**src/rtl/egds_pkg.sv**
```systemverilog
package egds_pkg;
  // Register addresses in the 7-bit register space.
  localparam logic [6:0] EGDS_ADDR_HB1 = 7'h53;
  localparam logic [6:0] EGDS_ADDR_HB2 = 7'h54;
  localparam logic [6:0] EGDS_ADDR_HB3 = 7'h55;
  localparam logic [6:0] EGDS_ADDR_HB4 = 7'h56;
  localparam int EGDS_ADDR_W = 7;
  localparam int EGDS_DATA_W = 16;
  localparam int EGDS_CODE_W = 6;
  localparam int EGDS_NUM_BRIDGES = 4;
  // Field positions.
  localparam int EGDS_OFF_LSB = 8;
  localparam int EGDS_ON_LSB = 0;
  // Reset values.
  localparam logic [15:0] EGDS_REG_RESET = 16'h0000;
  localparam logic [5:0] EGDS_CODE_RESET = 6'h00;
  // Delay step per code, in picoseconds (53.3 ns).
  localparam int EGDS_STEP_PS = 53300;
  // Reset kinds seen by the bank.
  typedef enum logic [1:0] {
    EGDS_RST_NONE = 2'b00,
    EGDS_RST_FULL = 2'b01,
    EGDS_RST_RESTART = 2'b11
  } egds_rst_e;
endpackage

```
**src/rtl/egds_bridge_slot.sv**
```systemverilog
// One bridge's delay codes, held as a pair so that both update together.
module egds_bridge_slot
  import egds_pkg::*;
#(
  parameter int CODE_W = EGDS_CODE_W
) (
  // Clock and reset.
  input wire logic clk,
  input wire logic rst_b,
  // Reset request and measurement input.
  input wire logic soft_clear,
  input wire logic meas_valid,
  input wire logic [CODE_W-1:0] meas_on_code,
  input wire logic [CODE_W-1:0] meas_off_code,
  input wire logic meas_regulating,
  // Held codes.
  output logic [CODE_W-1:0] on_delay_code,
  output logic [CODE_W-1:0] off_delay_code,
  output logic regulation_flag
);
  logic [CODE_W-1:0] on_reg, on_next, off_reg, off_next;
  logic reg_flag_reg, reg_flag_next;

  // A full clear wins over a measurement in the same cycle; restart never reaches here.
  always_comb begin
    on_next = on_reg;
    off_next = off_reg;
    reg_flag_next = reg_flag_reg;
    if (soft_clear) begin
      on_next = CODE_W'(EGDS_CODE_RESET);
      off_next = CODE_W'(EGDS_CODE_RESET);
      reg_flag_next = 1'b0;
    end else if (meas_valid) begin
      on_next = meas_on_code;
      off_next = meas_off_code;
      reg_flag_next = meas_regulating;
    end
  end

  // Both fields latch on the same edge, so a read never mixes old and new.
  always_ff @(posedge clk or negedge rst_b) begin
    if (!rst_b) begin
      on_reg <= '0;
      off_reg <= '0;
      reg_flag_reg <= 1'b0;
    end else begin
      on_reg <= on_next;
      off_reg <= off_next;
      reg_flag_reg <= reg_flag_next;
    end
  end

  assign on_delay_code = on_reg;
  assign off_delay_code = off_reg;
  assign regulation_flag = reg_flag_reg;
endmodule

```
**src/rtl/egds_status_bank.sv**
```systemverilog
// Contract
// - Turn-off delay code of each bridge sits in bits 13:8.
// - Turn-on delay code of each bridge sits in bits 5:0.
// - Codes are linear, one step is 53.3 ns, zero means no delay.
// - Bits 15:14 and 7:6 always read as zero.
// - Registers are read-only; writes leave the codes unchanged.
// - Power-on or soft reset clears every bit to zero.
// - Restart zeroes the whole read data register and keeps both delay codes.
// - Bridges one to three decode at 0x53, 0x54 and 0x55.
// - Bridge four decodes at 0x56 with the same layout.
// - Regulation flag is one while either delay is regulated.
module egds_status_bank
  import egds_pkg::*;
#(
  parameter int CODE_W = EGDS_CODE_W,
  parameter int NB = EGDS_NUM_BRIDGES
) (
  // Clock and power-on reset.
  input wire logic clk,
  input wire logic rst_b,
  // Further reset kinds, one-cycle pulses.
  input wire egds_pkg::egds_rst_e reset_kind,
  // Register access from the serial interface frame decoder.
  input wire logic [egds_pkg::EGDS_ADDR_W-1:0] reg_addr,
  input wire logic reg_rd,
  input wire logic reg_wr,
  input wire logic [egds_pkg::EGDS_DATA_W-1:0] reg_wdata,
  output logic [egds_pkg::EGDS_DATA_W-1:0] reg_rdata,
  output logic reg_hit,
  // Measurements from the gate control loop, one valid per bridge.
  input wire logic [NB-1:0] meas_valid,
  input wire logic [NB*CODE_W-1:0] meas_on_code,
  input wire logic [NB*CODE_W-1:0] meas_off_code,
  input wire logic [NB-1:0] meas_regulating,
  // Live view of held state.
  output logic [NB-1:0] bridge_regulation_flag,
  output logic [NB*CODE_W-1:0] bridge_on_delay_code,
  output logic [NB*CODE_W-1:0] bridge_off_delay_code
);
  import egds_pkg::*;

  logic soft_clear;
  logic [NB*CODE_W-1:0] on_codes, off_codes;
  logic [EGDS_DATA_W-1:0] rdata_reg, rdata_next;
  logic hit_reg, hit_next;

  // Restart is deliberately not routed to the slots so the codes survive it.
  assign soft_clear = (reset_kind == EGDS_RST_FULL);

  // Map an address to a bridge index; returns NB when unmapped.
  function automatic int unsigned bridge_of(input logic [EGDS_ADDR_W-1:0] a);
    unique case (a)
      EGDS_ADDR_HB1: bridge_of = 0;
      EGDS_ADDR_HB2: bridge_of = 1;
      EGDS_ADDR_HB3: bridge_of = 2;
      EGDS_ADDR_HB4: bridge_of = 3;
      default: bridge_of = NB;
    endcase
  endfunction

  // Pack one bridge's codes into the register image with reserved bits zero.
  function automatic logic [EGDS_DATA_W-1:0] pack(input logic [CODE_W-1:0] on_c,
                                                   input logic [CODE_W-1:0] off_c);
    pack = '0;
    pack[EGDS_OFF_LSB +: CODE_W] = off_c;
    pack[EGDS_ON_LSB +: CODE_W] = on_c;
  endfunction

  // One slot per bridge.
  for (genvar g = 0; g < NB; g++) begin : g_slot
    egds_bridge_slot #(.CODE_W(CODE_W)) u_slot (
      .clk(clk),
      .rst_b(rst_b),
      .soft_clear(soft_clear),
      .meas_valid(meas_valid[g]),
      .meas_on_code(meas_on_code[g*CODE_W +: CODE_W]),
      .meas_off_code(meas_off_code[g*CODE_W +: CODE_W]),
      .meas_regulating(meas_regulating[g]),
      .on_delay_code(on_codes[g*CODE_W +: CODE_W]),
      .off_delay_code(off_codes[g*CODE_W +: CODE_W]),
      .regulation_flag(bridge_regulation_flag[g])
    );
  end

  // Read data is captured on the read strobe; writes are acknowledged but ignored.
  always_comb begin
    int unsigned idx;
    idx = bridge_of(reg_addr);
    rdata_next = rdata_reg;
    hit_next = 1'b0;
    if (reg_rd || reg_wr) begin
      hit_next = (idx < NB);
    end
    if (reg_rd) begin
      if (idx < NB) begin
        rdata_next = pack(on_codes[idx*CODE_W +: CODE_W], off_codes[idx*CODE_W +: CODE_W]);
      end else begin
        rdata_next = EGDS_REG_RESET;
      end
    end
    if (soft_clear || reset_kind == EGDS_RST_RESTART) begin
      rdata_next = EGDS_REG_RESET;
    end
  end

  // Write data has no path into the slots, so codes cannot be disturbed.
  always_ff @(posedge clk or negedge rst_b) begin
    if (!rst_b) begin
      rdata_reg <= EGDS_REG_RESET;
      hit_reg <= 1'b0;
    end else begin
      rdata_reg <= rdata_next;
      hit_reg <= hit_next;
    end
  end

  assign reg_rdata = rdata_reg;
  assign reg_hit = hit_reg;
  assign bridge_on_delay_code = on_codes;
  assign bridge_off_delay_code = off_codes;
endmodule
```
**config.mk**
```make
export PLATFORM = sky130hd
export DESIGN_NAME = egds_status_bank
export DESIGN_NICKNAME = d
export VERILOG_FILES = /design/src/rtl/egds_pkg.sv /design/src/rtl/egds_bridge_slot.sv /design/src/rtl/egds_status_bank.sv
export SDC_FILE = /design/constraint.sdc
export NUM_CORES = 1
export LEC_CHECK = 0
export BUFFER_PORTS_ARGS = -buffer_cell sky130_fd_sc_hd__buf_2
export CELL_PAD_IN_SITES_DETAIL_PLACEMENT = 0
export CELL_PAD_IN_SITES_GLOBAL_PLACEMENT = 1
export CORE_MARGIN = 3
export CORE_UTILIZATION = 39
export CTS_BUF_LIST = sky130_fd_sc_hd__clkbuf_4
export CTS_CLUSTER_SIZE = 10
export DETAILED_ROUTE_END_ITERATION = 12
export PLACE_DENSITY_LB_ADDON = 0.3
export SLEW_MARGIN = 5
export SYNTH_ARGS = -nofsm -noshare
export SYNTH_HDL_FRONTEND = slang
export SYNTH_SLANG_ARGS = --single-unit
```
**constraint.sdc**
```tcl
create_clock -name clk -period 1.5 [get_ports clk]
set_input_delay 0.375 -clock clk [delete_from_list [all_inputs] [get_ports clk]]
set_output_delay 0.375 -clock clk [all_outputs]
set_load 0.01 [all_outputs]
```
# After elaboration in Yosys (flattened, before gate mapping)
# Cells that the tools add are included.
totals:
  ff_bits: 69
  out_inout_bits: 69
  mem_bits_ro: 0
  latch_bits: 0
  mem_bits_rw: 0
  memories: 0
  elab_cells: 60
op_classes:
  reduce_logical: 7
  n_eq_ne: 6
  shifts: 2
  div_mod_pow: 0
  add_sub_neg: 0
  mul: 1
  n_mux: 29
  order_cmp: 1
  bitwise: 0
ops:
  columns: ["operator", "n"]
  rows:
  - ["$mux W6", 16]
  - ["$shiftx A24 B33 Y6", 2]
  - ["$lt A32 B3 Y1 const B", 1]
  - ["$mul A32 B2 Y31 const B", 1]
  - ["$mux W16", 2]
  - ["$eq A7 B7 Y1 const B", 4]
  - ["$mux W14", 1]
  - ["$pmux W3 S4", 1]
  - ["$reduce_bool A2 Y1", 5]
  - ["$mux W1", 9]
  - ["$eq A2 B1 Y1 const B", 1]
  - ["$eq A2 B2 Y1 const B", 1]
  - ["$logic_or A1 B1 Y1", 2]

# Depth between registers and ports, before layout
depth:
  depth_word: 7
  mapped_depth: 10

# Modules after synthesis
# From an unflattened synthesis, not the netlist that was laid out.
hier_totals:
  cells_unflattened: 325
  hier_area_um2: 3903.7
modules_own_cells:
  columns: ["module", "seq_area_each_um2", "instances", "area_per_inst_um2", "cells_each"]
  rows:
  - ["egds_bridge_slot", 325.3, 4, 539.3, 42]
  - ["egds_status_bank", 325.3, 1, 1746.7, 157]

# Worst setup path after synthesis
# OpenSTA, ideal clock, no wires.
synth_timing:
  kind: "input to register"
  startpoint: "input port reg_addr[5] (netlist name)"
  endpoint: "register rdata_reg[4] (netlist: reg_rdata[4])"
  path_slack_ns: -0.995
  stages: 10
  arrival_ns: 2.352
  cell_sequence: "and4bb_4 -> nand2_8 -> inv_8 -> buf_6 -> ha_1 -> buf_2 -> clkbuf_1 -> mux4_2 -> mux2i_1 -> o221ai_1"
synth_between:
  elab_chain_len: 7
  word_cells_on_any_way: 11
  cone_classes: "1 x mul; 1 x order compare; 4 x eq/ne; 1 x shift; 4 x mux"
synth_rtl:
  columns: ["element", "line", "text"]
  rows:
  - ["from (decl)", "egds_status_bank.sv:24", "input wire logic [egds_pkg::EGDS_ADDR_W-1:0] reg_addr,"]
  - ["$eq A7 B7 Y1", "egds_status_bank.sv:52", "unique case (a)"]
  - ["$pmux W3 S4 (*)", "egds_status_bank.sv:52", null]
  - ["$mul A32 B2 Y31", "egds_status_bank.sv:96", "rdata_next = pack(on_codes[idx*CODE_W +: CODE_W], off_codes[idx*CODE_W +: CODE_W]);"]
  - ["$shiftx A24 B33 Y6", "egds_status_bank.sv:96", null]
  - ["$mux W14 (*)", "egds_status_bank.sv:95", "if (idx < NB) begin"]
  - ["$mux W16 (*)", "egds_status_bank.sv:94", "if (reg_rd) begin"]
  - ["$mux W16 (*)", "egds_status_bank.sv:101", "if (soft_clear || reset_kind == EGDS_RST_RESTART) begin"]
  - ["to (signal assigned)", "egds_status_bank.sv:112", "rdata_reg <= rdata_next;"]
  - ["to (decl)", "egds_status_bank.sv:44", "logic [EGDS_DATA_W-1:0] rdata_reg, rdata_next;"]
# Every way passes the cells marked *; elsewhere a longest branch is shown, timed or not. The select of a mux whose other input is x is not followed.
# A chain may end at the register's enable or synchronous reset.

# Worst setup path in the final report
layout_timing:
  startpoint: "input port reg_addr[5] (netlist name)"
  endpoint: "register rdata_reg[0] (netlist: reg_rdata[0])"
# The elaborated chain is that of the path after synthesis.

==> metrics.md <==
| Metric | Value |
|---|---|
| CP Launch Type | `primary input` |
| Dpl hpwl | `7360 µm` |
| Ports | `154` |
| Mapped cell area | `3820 µm²` |
| Final hold violation count | `0` |
| Gpl congestion | `0.844` |
| Reg2reg path depth | `3` |
| Worst-Skew Late Latency | `between 0.4 and 0.5 ns` |
| Clock Skew | `0.0132 ns` |
| Slowest CP cell | `and4bb_4` |
| Worst hold path cell count | `3` |
| Critical Path RT | `1.80 ns` |
| Hold Startpoint | `meas_off_code[1]` |
| DR vias | `2984` |
| Setup Total Neg Slack | `-3.62 ns` |
| Worst-path clk slew | `about 0.12 ns` |
| Placed Instances | `557` |
| Dpl cell area | `4700 µm²` |
| Post-Syn Instances | `303` |
| GRT overflow | `0` |
| Fin nets | `531` |
| Hold path endpoint | `g_slot[0].u_slot.off_delay_code[1]` |
| Max Root-Sink Buffers | `2` |
| Crit path DAT | `2.14 ns` |
| Post-route ant nets | `0` |
| Iter 0 DRT Violations | `77` |
| WL/cell | `16.9 µm` |
| Max Slew Vio Count | `0` |
| Routed wire length | `9790 µm` |
| Tot Pwr | `4.06 mW` |
| Synth top area share | `a little over two fifths` |
| Die width | `105 µm` |
| Crit path top cell by count | `buf_6` |
| CORE AREA | `~9400 µm²` |
| Hold Path Class | `primary input to register` |
| Fin area | `between 4000 and 5000 µm²` |
| Largest fanout on the critical path | `6` |
| Final worst-path cycle share | `123%` |
| Commonest non-fill, non-tap cell in the layout | `buf_2` |
| Avg Cell Area, Syn | `12.6 µm²` |
| Max capacitance violation total | `0` |
| DIE AREA | `11000 µm²` |
| Synth top area cells | `dfrtp_1, mux2i_1, mux4_1, mux4_2, nor2_1` |
| RR Startpoint | `g_slot[0].u_slot.off_delay_code[4]` |
| Largest net degree at the start of global routing | `66` |
| Htree depth | `3` |
| Maximum VDD drop | `0.467 mV` |
| First-pass GRT wire length | `16100 µm` |
| Total GRT Usage | `18.3%` |
| # DRC | `0` |
| Synth unique cells | `35` |
| Final min period | `approximately 1.8 ns` |
| Most frequent cells in the layout | `buf_2, mux2i_1, dfrtp_1, nor2_1, buf_4` |
| Fin cells | `about 580` |
| Initial antenna violation count | `0` |
| DP Worst Slack | `-0.816 ns` |
| Area grow syn2layout | `29.7%` |
| CTS Buf Count | `9` |
| I/O Buffers | `133` |
| Die height | `105 µm` |
| Crit Reg-Reg Endpoint | `reg_rdata[12]` |
| Hold_ws | `0.200 ns` |
| Layout cell share with drive strength beyond 1 | `44.9%` |
| Crit path cell chain | `buf_6 -> and4bb_4 -> and3_4 -> ha_4 -> buf_6 -> buf_6 -> buf_4 -> mux4_1 -> mux2i_1 -> o21ai_1` |
| Max incr delay on CP | `0.37 ns` |
| Row count | `35` |
| LEAKAGE | `approximately 2.6 nW` |
| Power Density | `820 nW/µm²` |
| CTS tree | `done` |
| Warnings from Yosys | `0` |
| Vias per std cell | `5.15` |
| Setup Viol. Count Final | `12` |
| Critical path class | `primary input to register` |
| #FFs+latches synth | `65` |
| CTS Sinks | `65` |
| Sequential fraction of the synthesis area | `42.6%` |
| Failing checks | `negative setup slack` |
| Root buffer selected by CTS | `clkbuf_4` |
| Status | `complete, but fails checks` |
| CP endpoint kind | `register` |
| Starting Density | `40.7%` |
| R2R setup slack | `0.07 ns` |
| Fmax | `0.542 GHz` |
| RSZ-0062 raised after global routing | `yes` |
| Post-route setup slack | `-0.345 ns` |
| Initial DRT Pass Iterations | `4` |
| Most area-hungry cell type in the Yosys netlist | `dfrtp_1` |
| N_diodes | `0` |
| Vias in the first global route | `3004` |
| Layout Utilization | `a little over half` |
==> final cells by class <==
type	instances	area, µm²
sequential	65	1630
inverter	1	11.3
clock inverter	7	71.3
fill	877	4420
timing repair buffer	160	967
tap	129	161
multi-input combinational	208	2050
clock buffer	9	67.6
==> synthesized netlist by cell type <==
cell      number
a21boi_0       1
a22oi_1        4
and3_1         1
and3b_1        2
and4_1         1
and4bb_4       1
buf_12         1
buf_2          6
buf_4          8
buf_6          2
clkbuf_1      15
conb_1         1
dfrtp_1       65
ha_1           1
inv_8          1
mux2i_1       72
mux4_1        14
mux4_2        14
nand2_1        8
nand2_8        1
nand2b_1       1
nand3_1        4
nand4_1        1
nor2_1        53
nor2b_1        2
nor2b_4        1
nor3b_1        1
o21a_1         4
o21ai_0        1
o21ai_1        4
o21ai_2        1
o221a_2        1
o221ai_1       8
xor2_1         1
xor2_2         1
==> cells by family after synthesis <==
family                     count (synthesis)  share of synthesized area [%]
adders and majority gates                  1                          0.328
buffers and inverters                     33                           5.24
muxes                                    100                           36.8
DFF                                       65                           42.6
AOI/OAI and AO/OA                         24                           4.78
and+or+nand+nor                           77                           9.54
other                                      1                         0.0982
xor gates and xnor gates                   2                          0.655
==> worst max path at each step <==
stage | from | to | slack (ns)
6_report | reg_addr[5] | reg_rdata[0] | -0.34
5_1_grt | reg_addr[5] | reg_rdata[10] | -0.40
4_1_cts | reg_addr[5] | reg_rdata[5] | -0.33
3_5_place_dp | reg_addr[3] | reg_rdata[2] | -0.82
3_3_place_gp | reg_addr[3] | reg_rdata[4] | -0.76
2_1_floorplan | reg_addr[3] | reg_rdata[4] | -0.72
==> what timing repair did <==
action | CTS | global route
pin swaps | 5 | 1
endpoints found under the setup margin | 12 | 12
hold buffers | 1 | 0
setup buffers | 4 | 1
gates resized for setup | 6 | 5
endpoints found under the hold margin | 65 | 0
==> sequential cells by signal, summed over array words and instances, names as in the netlist <==
name / cells
g_slot.u_slot.off_delay_code: 24
reg_hit: 1
g_slot.u_slot.regulation_flag: 4
g_slot.u_slot.on_delay_code: 24
reg_rdata: 12
==> worst max-delay path, delay by kind of cell <==
kind	cells	cell delay (ns)
buffers and inverters	4	0.49
AND/OR/NAND/NOR	2	0.57
adder cells (fa/ha/maj)	1	0.23
AO/OA/AOI/OAI	1	0.07
multiplexers	2	0.40
==> report_power, final <==
| part | internal, mW | switching, mW |
|---|---|---|
| logic | 0.434 | 0.389 |
| registers | 1.88 | 0.170 |
| clock network | 0.504 | 0.681 |
| total | 2.82 | 1.24 |
==> per-layer routing <==
| layer | share of wire (%) | global-route usage, % |
|---|---|---|
| met1 | 47 | 26.3 |
| met2 | 47 | 28.2 |
| met3 | 5.4 | 4.20 |
| met4 | 0.82 | 4.12 |
| met5 | 0 | 0 |
(Power assumes the default switching activity.)
